==> src/verilog/ddcsc_defs.vh <==
// ddcsc_defs.vh: constants of the ddc slave control block
// assumes: included by the ddc control design files only
`ifndef DDCSC_DEFS_VH
`define DDCSC_DEFS_VH

// special function register addresses
`define DDCSC_ADDR_WINDOW 8'hd4
`define DDCSC_ADDR_D1DATA 8'hd5
`define DDCSC_ADDR_PTR 8'hd6
`define DDCSC_ADDR_CTRL 8'hd7

// control register bit positions
`define DDCSC_B_SIZE 6
`define DDCSC_B_SWM 5
`define DDCSC_B_AMASK 4
`define DDCSC_B_LIRQ 3
`define DDCSC_B_LEN 2
`define DDCSC_B_MSIRQ 1
`define DDCSC_B_MODE 0

// reset values
`define DDCSC_RST_BYTE 8'h00
`define DDCSC_SHIFT_IDLE 9'h1ff

// data space page of the buffer
`define DDCSC_XPAGE 8'hff

// 7-bit slave address of the a0/a1 pair
`define DDCSC_SLAVE_ADDR 7'h50

// legacy link timing, in vertical sync clocks
`define DDCSC_INIT_CLKS 4'h9
`define DDCSC_BIT_LAST 4'h8
`define DDCSC_CNT_ONE 4'h1
`define DDCSC_CNT_ZERO 4'h0

`endif

==> src/verilog/ddcsc_ram.v <==
// ddcsc_ram.v: 256 x 8 buffer memory of the ddc control block
// assumes: one writer per cycle, chosen by the control block
`timescale 1ns/1ps
module ddcsc_ram (
  // clock
  input wire clk,
  // access port
  input wire we,
  input wire [7:0] addr,
  input wire [7:0] wdata,
  output wire [7:0] rdata
);
  reg [7:0] mem [0:255];

  // read is asynchronous so a fetch and its pointer step share one cycle
  assign rdata = mem[addr];

  always @(posedge clk) begin
    if (we) begin
      mem[addr] <= wdata;
    end
  end
endmodule // ddcsc_ram

==> src/verilog/ddcsc_top.v <==
// ddcsc_top.v: mode, arbitration and legacy link logic of the ddc slave unit
// assumes: mcu special function bus and data bus on clk; i2c engine outside on clk;
// vsync pin is asynchronous and is sampled here
`timescale 1ns/1ps
`include "ddcsc_defs.vh"
module ddcsc_top (
  // clock and reset
  input wire clk,
  input wire rstn,
  // special function register port
  input wire [7:0] sfr_addr,
  input wire sfr_wr,
  input wire sfr_rd,
  input wire [7:0] sfr_wdata,
  output reg [7:0] sfr_rdata_r,
  // data space port
  input wire [15:0] x_addr,
  input wire x_wr,
  input wire x_rd,
  input wire [7:0] x_wdata,
  output reg x_claim_r,
  output reg [7:0] x_rdata_r,
  // i2c engine side
  input wire i2c_enable,
  input wire i2c_addr_valid,
  input wire [6:0] i2c_addr,
  input wire i2c_tx_req,
  input wire i2c_rx_valid,
  input wire [7:0] i2c_rx_data,
  output reg i2c_addr_ack_r,
  output reg i2c_tx_valid_r,
  output reg [7:0] i2c_tx_data_r,
  output reg serial_byte_irq_r,
  // legacy link pins
  input wire vsync_in,
  output reg sda_o_r,
  output reg sda_oe_r,
  // interrupt requests
  output reg legacy_byte_irq_r,
  output reg mode_switch_irq_r
);
  localparam ST_OFF = 3'b001;
  localparam ST_INIT = 3'b010;
  localparam ST_SEND = 3'b100;

  // control register fields, buffer pointer and legacy data byte
  reg buffer_size_select_r;
  reg software_mode_select_r;
  reg address_mask_select_r;
  reg legacy_byte_irq_flag_r;
  reg legacy_mode_enable_r;
  reg mode_switch_irq_flag_r;
  reg mode_r;
  reg [7:0] buffer_address_pointer_r;
  reg [7:0] legacy_data_r;
  // legacy link state
  reg [2:0] state_r;
  reg [3:0] cnt_r;
  reg [8:0] shift_r;
  reg vs_s1_r;
  reg vs_s2_r;
  reg vs_d_r;

  wire vclk_rise;
  wire unit_en;
  wire mcu_ok;
  wire engine_ok;
  wire win_rd;
  wire win_wr;
  wire x_hit;
  wire x_acc;
  wire addr_hit;
  wire legacy_load;
  wire auto_fetch;
  wire sw_byte;
  wire ctrl_wr;
  wire [7:0] ram_addr;
  wire [7:0] ram_rdata;
  wire [7:0] ptr_inc;
  wire [7:0] fetch_addr;
  wire ram_we;
  wire [6:0] slave_addr;

  reg [7:0] ptr_nxt;
  reg [2:0] state_nxt;
  reg [7:0] ctrl_view;

  assign unit_en = legacy_mode_enable_r | i2c_enable;
  assign mcu_ok = software_mode_select_r;
  assign engine_ok = unit_en & ~software_mode_select_r;
  assign win_rd = sfr_rd & (sfr_addr == `DDCSC_ADDR_WINDOW) & mcu_ok;
  assign win_wr = sfr_wr & (sfr_addr == `DDCSC_ADDR_WINDOW) & mcu_ok;
  // page is freed to external data only when disabled and not preloading
  assign x_hit = (x_addr[15:8] == `DDCSC_XPAGE) & (unit_en | software_mode_select_r);
  assign x_acc = x_hit & mcu_ok & (x_rd | x_wr) & ~(win_rd | win_wr);
  assign ctrl_wr = sfr_wr & (sfr_addr == `DDCSC_ADDR_CTRL);

  // slave address match, mask widens the match before and after the switch to ddc2b
  assign slave_addr = `DDCSC_SLAVE_ADDR;
  assign addr_hit = address_mask_select_r ?
    (i2c_addr[6:3] == slave_addr[6:3]) : (i2c_addr == slave_addr);

  // small buffer wraps the pointer within its own 128-byte half; fetches use the low half
  assign ptr_inc = buffer_size_select_r ? buffer_address_pointer_r + 8'h01 :
    {buffer_address_pointer_r[7], buffer_address_pointer_r[6:0] + 7'h01};
  assign fetch_addr = {buffer_size_select_r & buffer_address_pointer_r[7],
    buffer_address_pointer_r[6:0]};

  // vsync synchroniser, first stage only feeds the second
  always @(posedge clk) begin
    if (!rstn) begin
      vs_s1_r <= 1'b0;
      vs_s2_r <= 1'b0;
      vs_d_r <= 1'b0;
    end else begin
      vs_s1_r <= vsync_in;
      vs_s2_r <= vs_s1_r;
      vs_d_r <= vs_s2_r;
    end
  end
  assign vclk_rise = vs_s2_r & ~vs_d_r;

  // a byte boundary on the legacy link: 9th clock of init or of a byte
  assign legacy_load = vclk_rise & (((state_r == ST_INIT) & (cnt_r == `DDCSC_INIT_CLKS -
    `DDCSC_CNT_ONE)) | ((state_r == ST_SEND) & (cnt_r == `DDCSC_BIT_LAST)));
  assign auto_fetch = engine_ok & mode_r & i2c_tx_req;
  assign sw_byte = unit_en & software_mode_select_r & mode_r &
    (i2c_tx_req | i2c_rx_valid);

  // engine reads need no port of their own: in software mode it never touches memory
  assign ram_addr = (win_rd | win_wr) ? buffer_address_pointer_r :
    x_acc ? x_addr[7:0] : fetch_addr;
  assign ram_we = win_wr | (x_acc & x_wr);

  ddcsc_ram u_ram (
    .clk(clk),
    .we(ram_we),
    .addr(ram_addr),
    .wdata(win_wr ? sfr_wdata : x_wdata),
    .rdata(ram_rdata)
  );

  // legacy link sequencer
  always @* begin
    state_nxt = state_r;
    if (!legacy_mode_enable_r || mode_r) begin
      state_nxt = ST_OFF;
    end else begin
      case (state_r)
        ST_OFF: begin
          state_nxt = ST_INIT;
        end
        ST_INIT: begin
          if (legacy_load) begin
            state_nxt = ST_SEND;
          end
        end
        ST_SEND: begin
          state_nxt = ST_SEND;
        end
        default: begin
          state_nxt = ST_OFF;
        end
      endcase
    end
  end

  // pointer: mcu write wins over any step in the same cycle
  always @* begin
    ptr_nxt = buffer_address_pointer_r;
    if (sfr_wr && sfr_addr == `DDCSC_ADDR_PTR) begin
      ptr_nxt = sfr_wdata;
    end else if (win_rd || win_wr) begin
      ptr_nxt = ptr_inc;
    end else if ((legacy_load && engine_ok) || auto_fetch) begin
      ptr_nxt = ptr_inc;
    end else if (engine_ok && mode_r && i2c_rx_valid) begin
      ptr_nxt = i2c_rx_data;
    end
  end

  always @* begin
    ctrl_view = `DDCSC_RST_BYTE;
    ctrl_view[`DDCSC_B_SIZE] = buffer_size_select_r;
    ctrl_view[`DDCSC_B_SWM] = software_mode_select_r;
    ctrl_view[`DDCSC_B_AMASK] = address_mask_select_r;
    ctrl_view[`DDCSC_B_LIRQ] = legacy_byte_irq_flag_r;
    ctrl_view[`DDCSC_B_LEN] = legacy_mode_enable_r;
    ctrl_view[`DDCSC_B_MSIRQ] = mode_switch_irq_flag_r;
    ctrl_view[`DDCSC_B_MODE] = mode_r;
  end

  always @(posedge clk) begin
    if (!rstn) begin
      buffer_size_select_r <= 1'b0;
      software_mode_select_r <= 1'b0;
      address_mask_select_r <= 1'b0;
      legacy_byte_irq_flag_r <= 1'b0;
      legacy_mode_enable_r <= 1'b0;
      mode_switch_irq_flag_r <= 1'b0;
      mode_r <= 1'b0;
      buffer_address_pointer_r <= `DDCSC_RST_BYTE;
      legacy_data_r <= `DDCSC_RST_BYTE;
      state_r <= ST_OFF;
      cnt_r <= `DDCSC_CNT_ZERO;
      shift_r <= `DDCSC_SHIFT_IDLE;
      sfr_rdata_r <= `DDCSC_RST_BYTE;
      x_claim_r <= 1'b0;
      x_rdata_r <= `DDCSC_RST_BYTE;
      i2c_addr_ack_r <= 1'b0;
      i2c_tx_valid_r <= 1'b0;
      i2c_tx_data_r <= `DDCSC_RST_BYTE;
      serial_byte_irq_r <= 1'b0;
      sda_o_r <= 1'b0;
      sda_oe_r <= 1'b0;
      legacy_byte_irq_r <= 1'b0;
      mode_switch_irq_r <= 1'b0;
    end else begin
      if (ctrl_wr) begin
        buffer_size_select_r <= sfr_wdata[`DDCSC_B_SIZE];
        software_mode_select_r <= sfr_wdata[`DDCSC_B_SWM];
        address_mask_select_r <= sfr_wdata[`DDCSC_B_AMASK];
        legacy_mode_enable_r <= sfr_wdata[`DDCSC_B_LEN];
      end
      if (sfr_wr && sfr_addr == `DDCSC_ADDR_D1DATA) begin
        legacy_data_r <= sfr_wdata;
      end
      // flags: hardware set beats a software clear in the same cycle
      legacy_byte_irq_flag_r <= (legacy_load & software_mode_select_r) |
        (legacy_byte_irq_flag_r & ~(ctrl_wr & ~sfr_wdata[`DDCSC_B_LIRQ]));
      mode_switch_irq_flag_r <= (unit_en & ~mode_r & i2c_enable & i2c_addr_valid & addr_hit) |
        (mode_switch_irq_flag_r & ~(ctrl_wr & ~sfr_wdata[`DDCSC_B_MSIRQ]));
      // ddc2b is left only by disabling the unit
      if (!unit_en) begin
        mode_r <= 1'b0;
      end else if (i2c_enable && i2c_addr_valid && addr_hit) begin
        mode_r <= 1'b1;
      end
      buffer_address_pointer_r <= ptr_nxt;
      state_r <= state_nxt;
      // the init to send step is a load edge, so only leaving or entering off clears
      if (state_r == ST_OFF || state_nxt == ST_OFF) begin
        cnt_r <= `DDCSC_CNT_ZERO;
        shift_r <= `DDCSC_SHIFT_IDLE;
      end else if (vclk_rise) begin
        if (legacy_load) begin
          cnt_r <= `DDCSC_CNT_ZERO;
          // msb first, 9th bit released as the null bit
          shift_r <= {(engine_ok ? ram_rdata : legacy_data_r), 1'b1};
        end else begin
          cnt_r <= cnt_r + `DDCSC_CNT_ONE;
          shift_r <= {shift_r[7:0], 1'b1};
        end
      end
      // init and null bit leave the line released
      sda_oe_r <= (state_r == ST_SEND) & ~shift_r[8];
      if (sfr_rd) begin
        case (sfr_addr)
          `DDCSC_ADDR_WINDOW: sfr_rdata_r <= mcu_ok ? ram_rdata : `DDCSC_RST_BYTE;
          `DDCSC_ADDR_D1DATA: sfr_rdata_r <= legacy_data_r;
          `DDCSC_ADDR_PTR: sfr_rdata_r <= buffer_address_pointer_r;
          `DDCSC_ADDR_CTRL: sfr_rdata_r <= ctrl_view;
          default: sfr_rdata_r <= `DDCSC_RST_BYTE;
        endcase
      end
      x_claim_r <= x_hit;
      if (x_rd) begin
        x_rdata_r <= x_acc ? ram_rdata : `DDCSC_RST_BYTE;
      end
      i2c_addr_ack_r <= i2c_enable & i2c_addr_valid & addr_hit;
      i2c_tx_valid_r <= auto_fetch;
      if (auto_fetch) begin
        i2c_tx_data_r <= ram_rdata;
      end
      serial_byte_irq_r <= sw_byte;
      legacy_byte_irq_r <= legacy_byte_irq_flag_r;
      mode_switch_irq_r <= mode_switch_irq_flag_r;
    end
  end
endmodule // ddcsc_top

==> config.mk <==
export PLATFORM = sky130hd
export DESIGN_NAME = ddcsc_top
export DESIGN_NICKNAME = d
export VERILOG_FILES = /design/src/verilog/ddcsc_ram.v /design/src/verilog/ddcsc_top.v
export VERILOG_INCLUDE_DIRS = /design/src /design/src/verilog
export SDC_FILE = /design/constraint.sdc
export NUM_CORES = 2
export LEC_CHECK = 0
export BUFFER_PORTS_ARGS = -buffer_cell sky130_fd_sc_hd__buf_2
export CORE_ASPECT_RATIO = 1.75
export CORE_UTILIZATION = 45
export DETAILED_ROUTE_END_ITERATION = 12
export PLACE_DENSITY = 0.62
export SYNTH_ARGS = -nofsm -noshare
export SYNTH_HDL_FRONTEND = slang
export SYNTH_SLANG_ARGS = --single-unit
export TNS_END_PERCENT = 20
==> constraint.sdc <==
create_clock -name clk -period 8.02 [get_ports clk]
set_input_delay 0 -clock clk [delete_from_list [all_inputs] [get_ports clk]]
set_output_delay 0 -clock clk [all_outputs]
set_load 0.02 [all_outputs]
==> results summary <==
The run finished, with violations left. The checks that failed: max-capacitance violations. The I/O pin count came out at 98.

The maximum vdd ir drop is 196 uV. The floorplan core area is 185000 um2. The proportion of register bits with asynchronous set or reset after synthesis came out at 0%. The number of warnings reported in the yosys synthesis log came out at 0.

In the post-synthesis netlist, the biggest area contributors are edfxtp_1 73%, mux2i_1 5.7%, a32oi_1 4.6%. Subtracting the final worst setup slack from the clock period gives 7120 ps. TritonCTS built the clock tree. The post-synthesis area per instance is 15.1 um2. The most used flip-flop cell after synthesis is edfxtp_1. The initial core utilization is 45.3%. The register clock-pin slew on the reported worst setup and hold paths is 70 ps. Summed over all instances, the cell type with the most area after synthesis is edfxtp_1.

The max-cap check violation count is 1. Synthesis inferred 2120 register bits. CTS placed an instance of clkbuf_16 at the clock tree root. The worst setup path is captured at a flop. After global routing, the most crowded layer is met2.

The top achievable clock speed came out at 140 MHz. The post-CTS resize count is 0. The first-pass detailed-route iteration total is 6.

Summing over every cut layer, the via total after detailed routing is 50637. Across every metal layer, demand over resource in global routing totals 26.9%. The share of synthesized area occupied by flip-flops and latches is 75.2%.

Summing every instance area after synthesis gives 83700 um2. The fraction of layout cells with a size suffix above 1 came out at 9.03%. The number of nets produced by synthesis is 5607. For this block, the routed nets add up to 256000 um of wire.

The share of the core filled with cells in the final layout came out at 50.4%. The vertical die dimension is 573 um. The signal arrival time at the worst endpoint is 7880 ps. The overall power consumption came out at 21.2 mW. The global-route met1 utilization is 30.0%.

The final net count came out at 5660. The area overhead of the layout relative to synthesis came out at 11.3%. The total number of H-tree levels is 4. The power per cell area came out at 228 nW/um2.

The worst slew slack as a fraction of its limit is 2.20%. The number of filler cells placed in the layout is 15214. The clock latency at the later pin of the worst-skew pair came out at 830 ps. Of all nets on the critical path, the largest fanout is 73. The data required time of the critical path is 8780 ps. The number of endpoints with negative hold slack in the final report is 0. The global-route wire length before repair came out at 363000 um. The number of synthesized flops with an enable pin is 2048.

The largest buffer count on any clock path is 4. The class of the most critical hold timing path is in -> reg. The final weighted congestion of routability-driven global placement came out at 0.928. In this run, CTS created clock tree buffers numbering 183. Setup total negative slack on the finished layout was measured at 0 ps. The residual antenna-violating net count after detailed routing came out at 0.

The remaining global-route overflow is 0. Setup violations remaining at the end of the flow were counted as 0. The die area came out at 188000 um2.

The max-slew violation total from the final report is 0. Yosys instantiated no cell more often than edfxtp_1. The worst-case setup margin in the final layout came out at 895 ps.

The static power due to leakage came out at 28.2 nW. The worst clock skew on the final layout came out at 40.3 ps. The via count of the first global-routing pass came out at 50256. The number of sinks on the clock net came out at 2120.

After detailed routing, the number of remaining DRC violations is 0. The average vias per placed instance is 6.21. The unique cell type count in the Yosys netlist is 72. The post-placement setup slack came out at 2060 ps.

The met3 global-route usage came out at 3.77%. The share of Yosys cell area claimed by the top area cell type came out at 73.5%. Synthesis produced a netlist whose cell count is 5538. The initial DRC count is 5627. The detailed placement HPWL came out at 156000 um. The average detailed-routed wire length per instance is 31.4 um. The final clock period utilization by the worst path is 88.8%. Setup repair after global routing left no endpoint under its margin. The count of buffers from port buffering came out at 96. The number of placement rows came out at 209. The critical path is of the in -> reg type. After synthesis, the most frequently instantiated cells are 2048 x edfxtp_1, 1028 x nand2_1, 474 x mux2i_1. The slew at the pin with the worst max-slew slack is 1450 ps.

The floorplan step set the die width to 328 um. Entering global routing, the biggest net connects 181 pins. The met2 track demand over resource came out at 46.8%. The category of the worst setup path launch point is an input pin. The number of antenna violations at the first check in global routing came out at 4.
==> where the power goes <==
part           internal [mW]  switching (mW)  leakage (nW)
combinational         0.0542           0.247          6.41
sequential              12.1        0.000951          19.0
clock                   4.81            3.99          2.81
total                   17.0            4.23          28.2
==> kinds of logic (layout without fill, tap and decap cells) <==
kind of cell,after synthesis,after routing,share of synthesized area (%)
compound gates,869,869,8.69
xor+xnor,9,9,0.0942
fa+ha+maj,3,3,0.0448
buf+inv,486,671,2.53
flops,2120,2120,75.2
mux,494,494,5.95
other cells,1,3,0.00448
simple gates,1556,1556,7.49
==> layout by cell type, fill, tap and decap left out, types with 16 or more instances in the layout <==
cell type / synthesis / routed
edfxtp_1: 2048 / 2048
nand2_1: 1028 / 1020
mux2i_1: 474 / 473
a32oi_1: 441 / 441
nor2_1: 336 / 320
clkbuf_16: 0 / 187
buf_2: 133 / 96
a211oi_1: 96 / 95
inv_1: 94 / 94
a41oi_1: 88 / 88
a2111oi_0: 84 / 84
buf_4: 29 / 84
dfxtp_1: 72 / 71
nand3_1: 61 / 61
dlygate4sd3_1: 0 / 60
nor4_1: 39 / 38
clkinv_2: 0 / 34
clkbuf_1: 190 / 34
clkinv_1: 1 / 33
nand4_1: 30 / 30
o21ai_0: 30 / 30
a21oi_1: 23 / 23
a31oi_1: 22 / 20
buf_12: 0 / 19
a32o_1: 18 / 18
nor2_4: 0 / 16
bufinv_16: 0 / 16
==> routing by layer <==
metal | vias up | routed length, um
met4 | 2 | 21600
li1 | 21629 | -
met5 | - | 13
met2 | 2602 | 130000
met1 | 25689 | 86500
met3 | 715 | 18400
==> registers in the layout, summed over array words and instances, names as in the netlist, 3 cells and up <==
signal                    count
state_r                       3
sfr_rdata_r                   8
cnt_r                         4
buffer_address_pointer_r      8
shift_r                       8
u_ram.mem                  2048
x_rdata_r                     8
legacy_data_r                 8
i2c_tx_data_r                 8
==> critical path, stage by stage <==
cell	delay [ps]
dlygate4sd3_1	530
buf_2	110
and4bb_1	270
dlygate4sd3_1	580
nand2_2	110
o211ai_4	500
a21o_4	640
buf_4	800
a2111oi_0	240
nor4_1	660
a31oi_1	280
nor4_1	950
o2111ai_1	450
o31a_1	390
dlygate4sd3_1	570
nor3_2	140
dlygate4sd3_1	550
==> metrics by stage <==
stage | hold WS (ps) | area [um2] | std cells
floorplan | 127 | 83700 | 5538
CTS | 30.0 | 93200 | 8149
global route | 69.3 | 93200 | 8150
global placement | 270 | 86800 | 7772
detailed placement | 275 | 86800 | 7772
finish | 48.9 | 93200 | 8151
==> worst paths after layout <==
kind	startpoint	to	slack (ps)	depth (start not counted)
min	x_wdata[4]	u_ram.mem[3][4]	50	2
min reg2reg	vs_s1_r	vs_s2_r	450	1
max	sfr_addr[3]	sfr_rdata_r[3]	900	17
max reg2reg	mcu_ok	sfr_rdata_r[3]	940	13
==> cell type report <==
class | count | area (um2) | area share [%]
clock buffer | 224 | 4850 | 5.20
sequential | 2120 | 62900 | 67.6
antenna | 2 | 5.00 | 0.00537
clock inverter | 93 | 868 | 0.932
inverter | 95 | 357 | 0.383
multi-input combinational | 2932 | 19000 | 20.4
tap | 2426 | 3040 | 3.26
timing repair buffer | 259 | 2090 | 2.25
==> timing repair <==
action | CTS | global route
endpoints found under the hold margin | 62 | 0
buffers inserted | 0 | 0
endpoints found under the setup margin | 0 | 0
hold buffers | 60 | 0
Note: power is estimated with default switching activity, not from simulation.
